File: src/rtl/cstc_defs.svh
// Purpose: named offsets, fields and reset values of the status block
// Assumes: 32-bit wishbone data, registers in the low byte
// Notes:   byte address is four times the register index
`ifndef CSTC_DEFS_SVH
`define CSTC_DEFS_SVH
// ==========================================================
// register map
`define CSTC_TMR_IDX      6'h05
`define CSTC_CPU_IDX      6'h06
// ==========================================================
// cpu status fields
`define CSTC_CPU_STK      5
`define CSTC_CPU_GLM      4
`define CSTC_CPU_TO       3
`define CSTC_CPU_PD       2
`define CSTC_CPU_POR      1
`define CSTC_CPU_BOR      0
`define CSTC_CPU_WMASK    8'h13
// ==========================================================
// timer control fields
`define CSTC_TMR_EDG      7
`define CSTC_TMR_CSE      6
`define CSTC_TMR_SRC      5
`define CSTC_TMR_PS_HI    4
`define CSTC_TMR_PS_LO    1
`define CSTC_TMR_WMASK    8'hFE
`define CSTC_TMR_RST      8'h00
// ==========================================================
// misc
`define CSTC_SP_TOP       4'hF
`define CSTC_SP_RST       4'h0
`define CSTC_PS_MAX       8'hFF
`define CSTC_NIRQ         8
`endif

File: src/rtl/cstc_pkg.sv
// Purpose: shared types of the status block
// Assumes: nothing
// Notes:   constants live in cstc_defs.svh
`include "cstc_defs.svh"
package cstc_pkg;
	typedef logic [7:0] cstc_byte_t;
	typedef enum logic [1:0] {CSTC_SEL_NONE, CSTC_SEL_TMR,
		CSTC_SEL_CPU} cstc_sel_t;
	// prescale limit: ratio minus one, codes 1xxx saturate
	function automatic cstc_byte_t cstc_ps_limit(input logic [3:0] c);
		if (c[3]) begin
			return `CSTC_PS_MAX;
		end
		return 8'(({1'b0, `CSTC_PS_MAX} >> (4'h8 - c)) & 9'h0FF);
	endfunction
endpackage

File: src/rtl/cstc_stack_mon.sv
// Purpose: stack pointer and stack space flag
// Assumes: push and pop are one-cycle pulses from the core
// Notes:   pointer wraps, overwriting the oldest entry
`timescale 1ns/1ns
`default_nettype none
`include "cstc_defs.svh"
module cstc_stack_mon
	import cstc_pkg::*;
(
	input  wire logic       sys_clk_i,
	input  wire logic       rst_i,
	input  wire logic       push_i,
	input  wire logic       pop_i,
	output logic      [3:0] stack_ptr_o,
	output logic            stack_space_o
);
	logic       locked_r;
	logic [3:0] sp_nxt;
	logic       lock_nxt;

	always_comb begin
		sp_nxt = stack_ptr_o;
		if (push_i && !pop_i) begin
			sp_nxt = stack_ptr_o + 4'h1;
		end else if (pop_i && !push_i) begin
			sp_nxt = stack_ptr_o - 4'h1;
		end
		// wrap on overflow locks the flag until reset
		lock_nxt = locked_r || (push_i && !pop_i &&
			stack_ptr_o == `CSTC_SP_TOP);
	end

	// ==========================================================
	// state
	always_ff @(posedge sys_clk_i or posedge rst_i) begin
		if (rst_i) begin
			stack_ptr_o   <= `CSTC_SP_RST;
			locked_r      <= 1'b0;
			stack_space_o <= 1'b1;
		end else begin
			stack_ptr_o   <= sp_nxt;
			locked_r      <= lock_nxt;
			stack_space_o <= !lock_nxt && sp_nxt != `CSTC_SP_TOP;
		end
	end

	property p_stk_full;
		@(posedge sys_clk_i) disable iff (rst_i)
		stack_ptr_o == `CSTC_SP_TOP |-> !stack_space_o;
	endproperty
	a_stk_full: assert property (p_stk_full)
		else $error("stack flag set at top pointer");

	property p_stk_lock;
		@(posedge sys_clk_i) disable iff (rst_i)
		locked_r |-> !stack_space_o [*8];
	endproperty
	a_stk_lock: assert property (p_stk_lock)
		else $error("stack flag set after overflow");
endmodule
`default_nettype wire

File: src/rtl/cstc_timer_pre.sv
// Purpose: pin edge detection and timer prescaler
// Assumes: pins are asynchronous, tcy pulse is on sys_clk_i
// Notes:   two-stage synchronisers add two cycles of latency
`timescale 1ns/1ns
`default_nettype none
`include "cstc_defs.svh"
module cstc_timer_pre
	import cstc_pkg::*;
(
	input  wire logic       sys_clk_i,
	input  wire logic       rst_i,
	input  wire logic       irq_pin_i,
	input  wire logic       tclk_pin_i,
	input  wire logic       tcy_i,
	input  wire cstc_byte_t ctl_i,
	output logic            ext_irq_set_o,
	output logic            ext_clk_flag_o,
	output logic            timer_inc_o
);
	logic [2:0] irq_s_r;
	logic [2:0] tclk_s_r;
	cstc_byte_t pre_r;
	logic       irq_edge;
	logic       clk_edge;
	logic       src_evt;

	// ==========================================================
	// synchronisers, third stage only feeds the edge compare
	always_ff @(posedge sys_clk_i or posedge rst_i) begin
		if (rst_i) begin
			irq_s_r  <= 3'h0;
			tclk_s_r <= 3'h0;
		end else begin
			irq_s_r  <= {irq_s_r[1:0], irq_pin_i};
			tclk_s_r <= {tclk_s_r[1:0], tclk_pin_i};
		end
	end

	always_comb begin
		irq_edge = ctl_i[`CSTC_TMR_EDG] ? (irq_s_r[1] && !irq_s_r[2])
			: (!irq_s_r[1] && irq_s_r[2]);
		clk_edge = ctl_i[`CSTC_TMR_CSE] ? (tclk_s_r[1] && !tclk_s_r[2])
			: (!tclk_s_r[1] && tclk_s_r[2]);
		src_evt = ctl_i[`CSTC_TMR_SRC] ? tcy_i : clk_edge;
	end

	// ==========================================================
	// prescaler
	always_ff @(posedge sys_clk_i or posedge rst_i) begin
		if (rst_i) begin
			pre_r         <= 8'h00;
			timer_inc_o   <= 1'b0;
			ext_irq_set_o <= 1'b0;
			ext_clk_flag_o <= 1'b0;
		end else begin
			ext_irq_set_o  <= irq_edge;
			ext_clk_flag_o <= !ctl_i[`CSTC_TMR_SRC] && clk_edge;
			timer_inc_o    <= 1'b0;
			if (src_evt) begin
				if (pre_r >= cstc_ps_limit(
					ctl_i[`CSTC_TMR_PS_HI:`CSTC_TMR_PS_LO])) begin
					pre_r       <= 8'h00;
					timer_inc_o <= 1'b1;
				end else begin
					pre_r <= pre_r + 8'h01;
				end
			end
		end
	end

	property p_pre_bound;
		@(posedge sys_clk_i) disable iff (rst_i)
		timer_inc_o |-> $past(src_evt) && $past(pre_r) >=
			cstc_ps_limit($past(ctl_i[`CSTC_TMR_PS_HI:`CSTC_TMR_PS_LO]));
	endproperty
	a_pre_bound: assert property (p_pre_bound)
		else $error("timer tick off prescale ratio");
endmodule
`default_nettype wire

File: src/rtl/cstc_regs.sv
// Purpose: cpu status and timer control registers on wishbone
// Assumes: core events are one-cycle pulses on sys_clk_i
// Notes:   reset causes are sampled at the first edge after release
//
// Functional notes
// - the stack space flag clears when the pointer is F or wraps.
// - after an overflow wrap the stack space flag stays clear until reset.
// - timeout, power-down and stack flags ignore bus writes.
// - a set global mask blocks all interrupts.
// - with the mask clear only enabled sources interrupt.
// - timeout flag sets on power-up, clear or sleep, clears on timeout.
// - power-down flag sets on power-up or clear, clears on sleep.
// - power-on flag clears on power-on reset, software sets it.
// - brown-out flag clears on brown-out reset when enabled.
// - the flags together tell power-on, master and watchdog resets.
// - edge select bit picks rising or falling irq pin edge.
// - clock edge bit picks the external timer clock edge.
// - source bit picks instruction cycle or external clock.
// - prescale code gives ratio two to the code, 1xxx gives 256.
// - unimplemented bits read as zero.
// - every reset zeroes the stack pointer and sets the stack flag.
`timescale 1ns/1ns
`default_nettype none
`include "cstc_defs.svh"
module cstc_regs
	import cstc_pkg::*;
(
	input  wire logic                  sys_clk_i,
	input  wire logic                  rst_i,
	input  wire logic                  wb_cyc_i,
	input  wire logic                  wb_stb_i,
	input  wire logic                  wb_we_i,
	input  wire logic            [7:0] wb_adr_i,
	input  wire logic            [3:0] wb_sel_i,
	input  wire logic           [31:0] wb_dat_i,
	output logic                [31:0] wb_dat_o,
	output logic                       wb_ack_o,
	input  wire logic                  push_i,
	input  wire logic                  pop_i,
	input  wire logic                  watchdog_clear_instr_i,
	input  wire logic                  sleep_instr_i,
	input  wire logic                  wdog_timeout_i,
	input  wire logic                  por_cause_i,
	input  wire logic                  wdt_cause_i,
	input  wire logic                  bor_cause_i,
	input  wire logic                  brownout_detect_enable_i,
	input  wire logic [`CSTC_NIRQ-1:0] irq_req_i,
	input  wire logic [`CSTC_NIRQ-1:0] irq_en_i,
	input  wire logic                  instr_cycle_clock_i,
	input  wire logic                  ext_irq_pin_i,
	input  wire logic                  timer_ext_clk_pin_i,
	output logic                       irq_take_o,
	output logic                       ext_irq_set_o,
	output logic                       timer_ext_clk_flag_o,
	output logic                       timer_inc_o,
	output logic                 [3:0] stack_ptr_o
);
	cstc_byte_t tmr_r;
	logic       glm_r;
	logic       to_r;
	logic       pd_r;
	logic       por_r;
	logic       bor_r;
	logic       rel_r;
	logic       stk_flag;
	logic       req;
	logic       wr_en;
	cstc_sel_t  sel;
	cstc_byte_t cpu_rd;

	// ==========================================================
	// submodules
	cstc_stack_mon u_stack (
		.sys_clk_i     (sys_clk_i),
		.rst_i         (rst_i),
		.push_i        (push_i),
		.pop_i         (pop_i),
		.stack_ptr_o   (stack_ptr_o),
		.stack_space_o (stk_flag)
	);

	cstc_timer_pre u_timer (
		.sys_clk_i      (sys_clk_i),
		.rst_i          (rst_i),
		.irq_pin_i      (ext_irq_pin_i),
		.tclk_pin_i     (timer_ext_clk_pin_i),
		.tcy_i          (instr_cycle_clock_i),
		.ctl_i          (tmr_r),
		.ext_irq_set_o  (ext_irq_set_o),
		.ext_clk_flag_o (timer_ext_clk_flag_o),
		.timer_inc_o    (timer_inc_o)
	);

	// ==========================================================
	// bus decode
	always_comb begin
		req = wb_cyc_i && wb_stb_i;
		// write lands on the edge where the master sees ack
		wr_en = req && wb_we_i && wb_ack_o && wb_sel_i[0];
		unique case (wb_adr_i[7:2])
			`CSTC_TMR_IDX: sel = CSTC_SEL_TMR;
			`CSTC_CPU_IDX: sel = CSTC_SEL_CPU;
			default:       sel = CSTC_SEL_NONE;
		endcase
		cpu_rd = 8'h00;
		cpu_rd[`CSTC_CPU_STK] = stk_flag;
		cpu_rd[`CSTC_CPU_GLM] = glm_r;
		cpu_rd[`CSTC_CPU_TO]  = to_r;
		cpu_rd[`CSTC_CPU_PD]  = pd_r;
		cpu_rd[`CSTC_CPU_POR] = por_r;
		cpu_rd[`CSTC_CPU_BOR] = bor_r;
	end

	// ==========================================================
	// wishbone answer, one wait state, unmapped reads give zero
	always_ff @(posedge sys_clk_i or posedge rst_i) begin
		if (rst_i) begin
			wb_ack_o <= 1'b0;
			wb_dat_o <= 32'h0000_0000;
		end else begin
			wb_ack_o <= req && !wb_ack_o;
			if (req && !wb_ack_o) begin
				unique case (sel)
					CSTC_SEL_TMR:
						wb_dat_o <= {24'h000000,
							tmr_r & `CSTC_TMR_WMASK};
					CSTC_SEL_CPU:
						wb_dat_o <= {24'h000000, cpu_rd};
					CSTC_SEL_NONE:
						wb_dat_o <= 32'h0000_0000;
				endcase
			end
		end
	end

	// ==========================================================
	// timer control, bit 0 is never stored
	always_ff @(posedge sys_clk_i or posedge rst_i) begin
		if (rst_i) begin
			tmr_r <= `CSTC_TMR_RST;
		end else if (wr_en && sel == CSTC_SEL_TMR) begin
			tmr_r <= wb_dat_i[7:0] & `CSTC_TMR_WMASK;
		end
	end

	// ==========================================================
	// global mask, software only
	always_ff @(posedge sys_clk_i or posedge rst_i) begin
		if (rst_i) begin
			glm_r <= 1'b1;
		end else if (wr_en && sel == CSTC_SEL_CPU) begin
			glm_r <= wb_dat_i[`CSTC_CPU_GLM];
		end
	end

	// ==========================================================
	// reset cause capture: flops reset to constants, so the cause
	// is applied one edge after release instead of during reset
	always_ff @(posedge sys_clk_i or posedge rst_i) begin
		if (rst_i) begin
			rel_r <= 1'b1;
		end else begin
			rel_r <= 1'b0;
		end
	end

	// ==========================================================
	// timeout and power-down, hardware only
	always_ff @(posedge sys_clk_i or posedge rst_i) begin
		if (rst_i) begin
			to_r <= 1'b1;
			pd_r <= 1'b1;
		end else begin
			if (watchdog_clear_instr_i) begin
				to_r <= 1'b1;
				pd_r <= 1'b1;
			end else if (sleep_instr_i) begin
				to_r <= 1'b1;
				pd_r <= 1'b0;
			end
			// a timeout outranks a clear in the same cycle
			if (wdog_timeout_i || (rel_r && wdt_cause_i)) begin
				to_r <= 1'b0;
			end
		end
	end

	// ==========================================================
	// power-on and brown-out flags, software sets, hardware clears
	always_ff @(posedge sys_clk_i or posedge rst_i) begin
		if (rst_i) begin
			por_r <= 1'b1;
			bor_r <= 1'b1;
		end else begin
			if (wr_en && sel == CSTC_SEL_CPU) begin
				por_r <= wb_dat_i[`CSTC_CPU_POR];
				bor_r <= wb_dat_i[`CSTC_CPU_BOR];
			end
			// hardware clear wins over a same-cycle write
			if (rel_r && por_cause_i) begin
				por_r <= 1'b0;
			end
			if (rel_r && bor_cause_i && brownout_detect_enable_i) begin
				bor_r <= 1'b0;
			end
		end
	end

	// ==========================================================
	// interrupt gate
	always_ff @(posedge sys_clk_i or posedge rst_i) begin
		if (rst_i) begin
			irq_take_o <= 1'b0;
		end else begin
			irq_take_o <= !glm_r && |(irq_req_i & irq_en_i);
		end
	end

	// ==========================================================
	// checks
	property p_irq_block;
		@(posedge sys_clk_i) disable iff (rst_i)
		glm_r |=> !irq_take_o;
	endproperty
	a_irq_block: assert property (p_irq_block)
		else $error("interrupt passed the global mask");

	property p_irq_en;
		@(posedge sys_clk_i) disable iff (rst_i)
		irq_take_o |-> $past(|(irq_req_i & irq_en_i));
	endproperty
	a_irq_en: assert property (p_irq_en)
		else $error("interrupt from a disabled source");

	property p_ro_flags;
		@(posedge sys_clk_i) disable iff (rst_i)
		wr_en && sel == CSTC_SEL_CPU && !watchdog_clear_instr_i &&
		!sleep_instr_i && !wdog_timeout_i && !rel_r
		|=> $stable(to_r) && $stable(pd_r);
	endproperty
	a_ro_flags: assert property (p_ro_flags)
		else $error("bus write changed a read-only flag");

	property p_to_clear;
		@(posedge sys_clk_i) disable iff (rst_i)
		wdog_timeout_i |=> !to_r;
	endproperty
	a_to_clear: assert property (p_to_clear)
		else $error("timeout flag not cleared");

	property p_pd_sleep;
		@(posedge sys_clk_i) disable iff (rst_i)
		sleep_instr_i && !watchdog_clear_instr_i |=> !pd_r &&
			(to_r || $past(wdog_timeout_i));
	endproperty
	a_pd_sleep: assert property (p_pd_sleep)
		else $error("sleep did not set flags");

	property p_por;
		@(posedge sys_clk_i) disable iff (rst_i)
		rel_r && por_cause_i |=> !por_r;
	endproperty
	a_por: assert property (p_por)
		else $error("power-on flag not cleared");

	property p_bor;
		@(posedge sys_clk_i) disable iff (rst_i)
		rel_r && bor_cause_i && brownout_detect_enable_i |=> !bor_r;
	endproperty
	a_bor: assert property (p_bor)
		else $error("brown-out flag not cleared");

	property p_unimpl;
		@(posedge sys_clk_i) disable iff (rst_i)
		req && !wb_ack_o && sel != CSTC_SEL_NONE |=>
			wb_dat_o[31:8] == 24'h000000 &&
			($past(sel) == CSTC_SEL_TMR ? !wb_dat_o[0]
			: wb_dat_o[7:6] == 2'b00);
	endproperty
	a_unimpl: assert property (p_unimpl)
		else $error("unimplemented bit read as one");

	property p_ack_pulse;
		@(posedge sys_clk_i) disable iff (rst_i)
		wb_ack_o |=> !wb_ack_o;
	endproperty
	a_ack_pulse: assert property (p_ack_pulse)
		else $error("ack held longer than one cycle");
endmodule
`default_nettype wire

File: config.mk
export PLATFORM = sky130hd
export DESIGN_NAME = cstc_regs
export DESIGN_NICKNAME = d
export VERILOG_FILES = /design/src/rtl/cstc_pkg.sv /design/src/rtl/cstc_stack_mon.sv /design/src/rtl/cstc_timer_pre.sv /design/src/rtl/cstc_regs.sv
export VERILOG_INCLUDE_DIRS = /design/src /design/src/rtl
export SDC_FILE = /design/constraint.sdc
export NUM_CORES = 1
export LEC_CHECK = 0
export ABC_AREA = 1
export BUFFER_PORTS_ARGS = -buffer_cell sky130_fd_sc_hd__buf_2
export CAP_MARGIN = 20
export CELL_PAD_IN_SITES_DETAIL_PLACEMENT = 1
export CELL_PAD_IN_SITES_GLOBAL_PLACEMENT = 1
export CORE_MARGIN = 2
export CORE_UTILIZATION = 36
export CTS_CLUSTER_SIZE = 16
export DETAILED_ROUTE_END_ITERATION = 10
export PLACE_DENSITY_LB_ADDON = 0.1
export SLEW_MARGIN = 20
export SYNTH_ARGS = -nofsm -noshare
export SYNTH_HDL_FRONTEND = slang
export SYNTH_HIERARCHICAL = 1
export SYNTH_SLANG_ARGS = --single-unit
export TNS_END_PERCENT = 100
File: constraint.sdc
create_clock -name sys_clk_i -period 6.12 [get_ports sys_clk_i]
set_input_delay 0.306 -clock sys_clk_i [delete_from_list [all_inputs] [get_ports sys_clk_i]]
set_output_delay 0.306 -clock sys_clk_i [all_outputs]
set_load 0.1 [all_outputs]
-- Yosys cells after proc, flatten, opt, wreduce, memory -nomap -nowiden
Index checks and enable logic that the tools add are counted.
- output and inout bits: 41
- input bits: 77
- logic and storage cells: 95
- register bits after elaboration: 70
- $add $sub $neg: 4
- reduce and logical (&&, ||, !) cells: 39
- muxes and demuxes: 24
- bitwise operators: 1
- eq/ne operators: 6
- magnitude comparators: 1
- shift operators: 1
- operators with widths (kind ; number):
    32-bit case mux with 3 select lines ; 1
    8-bit two-way mux ; 4
    1-bit logical AND ; 21
    1-bit two-way mux ; 16
    6-bit by 3-bit equality test with 1-bit output, second input constant ; 2
    1-bit zero test ; 10
    8-bit by 1-bit adder with 8-bit output, second input constant ; 1
    8-bit AND ; 1
    8-bit >= comparator ; 1
    4-bit two-way mux ; 2
    8-bit OR reduction ; 1
    8-bit by 4-bit right shift with 8-bit output, first input constant ; 1
    2-bit nonzero test ; 3
    4-bit by 1-bit adder with 4-bit output, second input constant ; 1
    4-bit equality test, second input constant ; 1
    4-bit inequality test, second input constant ; 1
    2-bit case mux with 2 select lines ; 1
    4-bit by 1-bit subtractor with 4-bit output, second input constant ; 1
    4-bit subtractor, first input constant ; 1
    3-bit nonzero test ; 1
    2-bit by 1-bit equality test with 1-bit output, second input constant ; 1
    2-bit equality test, second input constant ; 1
    2-bit zero test ; 1
    1-bit logical OR ; 2

-- Longest topological paths before layout
Gate-level depths: netlist of the first run.
- depth in word-level cells: 10
- depth in mapped cells: 14
- gate-level depth less buffers: 14

-- Cells and area by module
Netlist of the first run, hierarchy kept.
- by module, submodules not included (module ; cells an instance ; times used ; seq. area each (sq um) ; area each (sq um)):
    cstc_regs ; 160 ; 1 ; 583.1 ; 1267.5
    cstc_timer_pre ; 146 ; 1 ; 425.4 ; 1118.6
    cstc_stack_mon ; 49 ; 1 ; 151.4 ; 355.3

-- Worst setup path before layout of the first run
OpenSTA, ideal clock, no wires.
- path type: register to register
- start: reg tmr_r[4]
- end: reg u_timer.timer_inc_o
- period minus slack after synthesis: 2.038 ns
- arrival time: 1.925 ns
- cell stages (with the launch flop): 14
- buffers on the path: 0
- setup time: 0.113 ns
- data required time: 6.007 ns
- setup slack: 4.082 ns
- cell sequence: dfrtp_1 -> inv_1 -> ha_1 -> inv_1 -> o21ai_2 -> o21ai_0 -> ha_1 -> nand2_1 -> inv_1 -> nor2_1 -> o21a_2 -> nand2_1 -> nand2_1 -> inv_1
- word-level cells in the longest chain between the ends: 7
- elaborated cells on any way between the ends: 9
- classes of those cells: add/sub: 1; order compare: 1; shift: 1; mux: 6
- ends and longest elaborated chain (item ; RTL line ; source):
    start, declared ; cstc_regs.sv:58 ; cstc_byte_t tmr_r;
    start signal, assigned ; cstc_regs.sv:140 ; tmr_r <= `CSTC_TMR_RST;
    start signal, assigned ; cstc_regs.sv:142 ; tmr_r <= wb_dat_i[7:0] & `CSTC_TMR_WMASK;
    4-bit subtractor or 1-bit two-way mux (tied branches) ; cstc_pkg.sv:14, cstc_pkg.sv:11 ;
    8-bit by 4-bit right shift with 8-bit output or 1-bit two-way mux (tied branches) ; cstc_pkg.sv:14, cstc_timer_pre.sv:59 ;
    8-bit two-way mux * ; cstc_pkg.sv:14 ; return 8'(({1'b0, `CSTC_PS_MAX} >> (4'h8 - c)) & 9'h0FF);
    8-bit two-way mux * ; cstc_timer_pre.sv:59 ; if (src_evt) begin
    8-bit >= comparator * ; cstc_timer_pre.sv:60 ; if (pre_r >= cstc_ps_limit(
    1-bit two-way mux * ; cstc_timer_pre.sv:60 ;
    1-bit two-way mux * ; cstc_timer_pre.sv:59 ;
    end signal, assigned ; cstc_timer_pre.sv:52 ; timer_inc_o <= 1'b0;
    end signal, assigned ; cstc_timer_pre.sv:58 ; timer_inc_o <= 1'b0;
    end signal, assigned ; cstc_timer_pre.sv:63 ; timer_inc_o <= 1'b1;
    end, declared ; cstc_timer_pre.sv:18 ; output logic timer_inc_o
Mark *: on every way between the ends. The rest lies on a longest branch, timed or not. The select of a mux whose other input is x is not followed.
A chain may end at the register's enable or synchronous reset.

-- Worst setup path after layout of the first run
- start: reg tmr_r[3]
- end: reg u_timer.pre_r[1]
- word-level cells in the longest chain between the ends: 6
- ends and longest elaborated chain (item ; RTL line ; source):
    4-bit subtractor ; cstc_pkg.sv:14 ;
    8-bit by 4-bit right shift with 8-bit output ; cstc_pkg.sv:14 ;
    8-bit two-way mux ; cstc_pkg.sv:14 ;
    8-bit two-way mux ; cstc_timer_pre.sv:59 ;
    8-bit >= comparator ; cstc_timer_pre.sv:60 ;
    8-bit two-way mux ; cstc_timer_pre.sv:60 ;
    end signal, assigned ; cstc_timer_pre.sv:65 ; pre_r <= pre_r + 8'h01;
    end, declared ; cstc_timer_pre.sv:22 ; cstc_byte_t pre_r;
Every way passes these cells. The select of a mux whose other input is x is not followed.

==> impl_metrics.ini, run 1 <==
[run_status]
status = finished, final reports clean

[floorplan]
core_area_um2 = 7330
rows = 31
ios = 118
start_util = 0.374
die_area_um2 = 8330
die_h_um = 91.3
die_x_um = 91.3

[drt]
drtIter0Drc = 78
totalWireLength_um = 6580
avgRoutedWirePerCell_um = 12.5
via_count = 2437
via_per_inst = 4.62
dr.pass1.iters = 4
postRouteAntennaNets = 0
remaining_drc_errors = 0

[timing]
timing.hold.ws_ps = 103
maxSlewHeadroom = 0.416
finalCriticalPeriod_ps = 2380
period_share = 0.390
setup_ws_ps = 3740
setup_viol = 0
tightest_slew_ps = 874
hold_viol = 0
slew_viol_final = 0
max_freq_ghz = 0.419
fin_tns_setup_ps = 0
rsz0062_at_grt = false
skew_ps = 9.04

[synth]
synth-seq-cells = 46
muxShareOfSynthArea = 0
yosys.area.top_type_share = 0.356
synthXorXnorAreaFrac = 0.0128
synthSimpleGateAreaFrac = 0.320
syn_area_per_cell_um2 = 7.72
yosys-top-cells-area = dfrtp_1 36%, nand2_1 15%, ha_1 6.8%
syn_area_um2 = 2740
synth-compound-area-share = 0.0374
seq_area_frac_synth = 0.423
syn_inst = 355
synth-adder-area-share = 0.0685
synth_area_leader_cell = dfrtp_1
synth_warnings = 6
synth_top_family_by_area = simple AND/OR/NAND/NOR gates
synth.distinct_cells = 27

[clocking]
cts.sinks = 46
cts_tree = done
htree_levels = 2
cts_root_buffer = clkbuf_8
clockBufferDepth = 2
cts_buffers = 5
clk_pin_slew_ps = 80
cts.repair.resized = 0
clock_latency_ps = 310
cts.repair_timing.setup_buffer_count = 0

[global_route]
grt_pass1_wl_um = 10900
grt_pass1_vias = 2342
track_usage = 0.163
antenna_found_initial = 0
gr-total-overflow = 0
grt_max_degree = 24

[layout]
antenna_cells = 0
area_delta_synth_final_pct = 17.2
layout-drive-gt1-share = 0.231
final_area_um2 = 3210
fin_nets = 519

[critical_path]
crit_cells = 12
cp_max_fo = 7
r2r_cells = 12
worstPathArrival_ps = 2610
crit_chain = nor3_1 -> ha_1 -> inv_1 -> o21ai_2 -> o21ai_0 -> ha_1 -> nand2_1 -> inv_1 -> nor2_1 -> o21a_2 -> nand2_1 -> o21ai_1
worstSetupEndpointType = register
cpPeakStageDelay_ps = 440
crit_family = compound AO/OA/AOI/OAI gates
cp-start-kind = register
crit_required_ps = 6350
cp_num_buf_inv = 2
slowest_stage = dfrtp_1
path_class = reg2reg

[pwr]
p_leak_nw = 1.84
power_density_nw_per_um2 = 286
ir_drop_v = 0.000227
power_w = 0.000920

[placement]
dpl.hpwl_um = 5270
gp_congestion = 0.766
place_ws_ps = 3730
dpl_cell_area_um2 = 3100
portBuffers = 64

[min_path]
hp-class = in2reg
min_path_cells = 1

[job]
cap_violations = 0
[what timing repair did]
item | in CTS | in global routing
hold buffers | 1 | 0
setup endpoints to repair | 0 | 0
endpoints found under the hold margin | 5 | 0
[final timing paths]
path | slack [ps] | start | to
max | 3740 | tmr_r[3]$_DFFE_PP0P_ | u_timer/pre_r[1]$_DFFE_PP0P_
min | 100 | timer_ext_clk_pin_i | u_timer/tclk_s_r[0]$_DFF_PP0_
max reg2reg | 3740 | tmr_r[3]$_DFFE_PP0P_ | u_timer/pre_r[1]$_DFFE_PP0P_
min reg2reg | 360 | u_timer/tclk_s_r[0]$_DFF_PP0_ | u_timer/tclk_s_r[1]$_DFF_PP0_
max in group asynchronous | 4840 | rst_i | tmr_r[3]$_DFFE_PP0P_
min in group asynchronous | 470 | rst_i | u_stack/stack_ptr_o[2]$_DFF_PP0_
[routing by layer]
layer / share of wire / vias up / track usage
met5: 0 / - / 0
met3: 0.048 / 7 / 0.0324
met2: 0.48 / 56 / 0.270
met4: 0.013 / 0 / 0.0530
met1: 0.46 / 1160 / 0.214
li1: - / 1214 / -
[stage by stage]
step | cells | utilization
after floorplan | 379 | -
after global placement | 518 | 0.422
after detailed placement | 518 | 0.422
after CTS | 527 | 0.438
after global routing | 527 | 0.438
final | 527 | 0.438
[logic make-up after synthesis]
group | Yosys count
simple gates | 195
buf+inv | 76
flops | 46
compound gates | 18
fa+ha+maj | 15
xor+xnor | 4
other cells | 1
[area by class of cell]
class | instances | area (um2)
clock buffers | 7 | 76.3
clock inverters | 1 | 30.0
fillers | 965 | 4120
inverters | 52 | 195
multi-input cells | 257 | 1300
flip-flops and latches | 46 | 1160
well taps | 99 | 124
repair buffers | 65 | 330
[synthesized netlist by cell type]
cell,instances
a211oi_1,1
a21oi_1,6
buf_4,24
clkinv_1,3
conb_1,1
dfrtp_1,39
dfstp_2,7
ha_1,15
inv_1,45
inv_2,4
nand2_1,113
nand2_2,6
nand2_4,3
nand3_1,35
nand3b_1,1
nand4_1,12
nor2_1,16
nor2_2,5
nor2_4,2
nor3_1,2
o21a_2,1
o21ai_0,3
o21ai_1,5
o21ai_2,1
o21bai_1,1
xnor2_1,1
xor2_1,3
[report_power, final]
| part | internal [W] | switching [W] | leakage [nW] |
|---|---|---|---|
| logic | 0.0000620 | 0.000264 | 1.21 |
| clock network | 0.000122 | 0.000107 | 0.0524 |
| registers | 0.000336 | 0.0000287 | 0.581 |
| total | 0.000521 | 0.000399 | 1.84 |
[cells in the final DEF (no fill, tap or decap), types with 2 or more instances in the layout]
| cell | Yosys | routed |
|---|---|---|
| nand2_2 | 6 | 6 |
| buf_2 | 0 | 64 |
| xor2_1 | 3 | 3 |
| nor2_4 | 2 | 2 |
| nor2_1 | 16 | 16 |
| nor2_2 | 5 | 5 |
| clkbuf_8 | 0 | 5 |
| conb_1 | 1 | 25 |
| nand2_1 | 113 | 113 |
| clkbuf_1 | 0 | 2 |
| o21ai_0 | 3 | 3 |
| nand2_4 | 3 | 3 |
| ha_1 | 15 | 15 |
| nor3_1 | 2 | 2 |
| inv_2 | 4 | 4 |
| clkinv_1 | 3 | 3 |
| dfstp_2 | 7 | 7 |
| o21ai_1 | 5 | 5 |
| nand3_1 | 35 | 35 |
| a21oi_1 | 6 | 6 |
| inv_1 | 45 | 45 |
| nand4_1 | 12 | 12 |
| dfrtp_1 | 39 | 39 |
[sequential cells by signal, indices dropped and copies added (netlist names)]
register,cells
bor_r,1
glm_r,1
irq_take_o,1
pd_r,1
por_r,1
rel_r,1
tmr_r,7
to_r,1
u_stack/locked_r,1
u_stack/stack_ptr_o,4
u_stack/stack_space_o,1
u_timer/ext_clk_flag_o,1
u_timer/ext_irq_set_o,1
u_timer/irq_s_r,3
u_timer/pre_r,8
u_timer/tclk_s_r,3
u_timer/timer_inc_o,1
wb_ack_o,1
wb_dat_o,8
(Power assumes the default switching activity.)
==> run 2: changes to the inputs <==
--- a/config.mk
+++ b/config.mk
@@ -12,7 +12,7 @@
 export CELL_PAD_IN_SITES_DETAIL_PLACEMENT = 1
 export CELL_PAD_IN_SITES_GLOBAL_PLACEMENT = 1
 export CORE_MARGIN = 2
-export CORE_UTILIZATION = 36
+export CORE_UTILIZATION = 30
 export CTS_CLUSTER_SIZE = 16
 export DETAILED_ROUTE_END_ITERATION = 10
 export PLACE_DENSITY_LB_ADDON = 0.1
==> constraint.sdc (replaced) <==
create_clock -name sys_clk_i -period 1.9 [get_ports sys_clk_i]
set_input_delay 0.095 -clock sys_clk_i [delete_from_list [all_inputs] [get_ports sys_clk_i]]
set_output_delay 0.095 -clock sys_clk_i [all_outputs]
set_load 0.1 [all_outputs]
==> impl_metrics.ini, run 2 (synthesis results as in run 1) <==
[pwr]
p_leak_nw = 1.96
power_density_nw_per_um2 = 826
ir_drop_v = 0.000962

[critical_path]
slowest_stage = dfrtp_1
cp-start-kind = register
cpMostUsedCell = nand2_1
cp_max_fo = 7
cpPeakStageDelay_ps = 420
crit_required_ps = 2090
worstSetupEndpointType = register
setup.worst_path.start = tmr_r[2]$_DFFE_PP0P_
path_class = reg2reg
crit_chain = nor3_2 -> ha_1 -> inv_2 -> o21ai_4 -> a21oi_2 -> ha_1 -> nand2_1 -> inv_1 -> nand2_1 -> nand2_2 -> nand2_4 -> nand2_4 -> nand2_1 -> inv_1
cp_num_buf_inv = 3
crit_family = simple AND/OR/NAND/NOR gates
r2r-start = tmr_r[2]$_DFFE_PP0P_
worstPathArrival_ps = 2300

[drt]
dr.pass1.iters = 4
totalWireLength_um = 6940
remaining_drc_errors = 0
drtIter0Drc = 56
via_count = 2450
postRouteAntennaNets = 0
via_per_inst = 4.41
avgRoutedWirePerCell_um = 12.5

[timing]
setup_viol = 9
slew_viol_final = 0
setup_ws_ps = -206
skew_ps = 6.23
timing.hold.ws_ps = 17.9
hold_viol = 0
period_share = 1.11
tightest_slew_ps = 690
rsz0062_at_grt = true
finalCriticalPeriod_ps = 2110
maxSlewHeadroom = 0.539
max_freq_ghz = 0.475

[placement]
dp_cells = 539
gp_congestion = 0.712
dpl.hpwl_um = 5530
portBuffers = 64
place_ws_ps = -251

[clocking]
clk_pin_slew_ps = 80
htree_levels = 2
cts_buffers = 5
cts_root_buffer = clkbuf_8
cts.sinks = 46
cts_tree = done
clock_latency_ps = 290
clockBufferDepth = 2

[layout]
final_common_cell = nand2_1
layout-drive-gt1-share = 0.299
postLayoutCoreUtil = 0.395
area_delta_synth_final_pct = 27.0
fin_nets = 539
reg_top3 = u_timer/pre_r (8), wb_dat_o (8), tmr_r (7)
antenna_cells = 0
layout.cells.non_filler = 556
layout_common_cells = 111 x nand2_1, 64 x buf_2, 42 x inv_1, 39 x dfrtp_1, 35 x nand3_1

[min_path]
hp-class = in2reg
min_from = wb_dat_i[0]

[floorplan]
ios = 118
die_area_um2 = 9920
start_util = 0.311
rows = 34
core_area_um2 = 8810
die_h_um = 99.6
die_x_um = 99.6

[global_route]
antenna_found_initial = 0
grt_max_degree = 24
track_usage = 0.146
gr-total-overflow = 0
grt_pass1_wl_um = 11700
grt_pass1_vias = 2522

[job]
cap_violations = 0

[run_status]
status = finished, violations left
violations = negative setup slack
-- run 2: changes by cell type in the layout (fill, tap and decap cells not counted), moves of 4 or more --
cell / change
a21oi_1: -4
a21oi_2: +4
buf_4: +15
dlygate4sd3_1: +5
-- run 2: path summary, 6_finish.rpt --
| path | end | slack [ps] | cells after the start |
|---|---|---|---|
| hold reg to reg | u_timer/irq_s_r[1]$_DFF_PP0_ | 350 | 0 |
| setup reg to reg | u_timer/timer_inc_o$_DFF_PP0_ | -210 | 14 |
| min in group asynchronous | u_stack/stack_ptr_o[3]$_DFF_PP0_ | 270 | 3 |
| setup / recovery | u_timer/timer_inc_o$_DFF_PP0_ | -210 | 14 |
| max in group asynchronous | u_timer/pre_r[3]$_DFFE_PP0P_ | 990 | 3 |
| hold / removal | bor_r$_DFFE_PP1P_ | 20 | 3 |
-- run 2: area by class of cell --
cell class,instances,area [um2]
Fill cell,1124,5320
Sequential cell,46,1160
Timing Repair Buffer,85,493
Clock inverter,1,5.00
Inverter,52,195
Tap cell,108,135
Multi-Input combinational cell,257,1410
Clock buffer,7,86.3
-- run 2: power by group --
| group | switching, W | internal (W) |
|---|---|---|
| Combinational | 0.000868 | 0.000228 |
| Sequential | 0.0000895 | 0.00108 |
| Clock | 0.000314 | 0.000294 |
-- run 2: tightest hold or removal path, delay by kind of cell --
family        cells  cell delay, ps
buf+inv           1             100
simple gates      2             120
-- run 2: what timing repair did --
item	in CTS	in global routing
setup buffers	2	1
gates resized for setup	1	15
hold buffers	6	0
endpoints found under the hold margin	44	0
endpoints found under the setup margin	9	9
pin swaps	7	6
-- run 2: per-layer routing --
metal / vias to the layer above / global-route usage / routed length, um
met1: 1166 / 0.187 / 3140
li1: 1247 / - / -
met4: 0 / 0.0348 / 59
met3: 4 / 0.0232 / 163
met2: 33 / 0.257 / 3580
met5: - / 0 / 0
-- run 2: metrics by stage --
step                      total power (W)  area [um2]  setup TNS [ps]
after floorplan                   0.00207        2860            -420
after global placement            0.00225        3220           -1110
after detailed placement          0.00226        3220           -1950
after CTS                         0.00290        3390           -1500
after global routing              0.00305        3480           -3050
final                             0.00288        3480           -1750
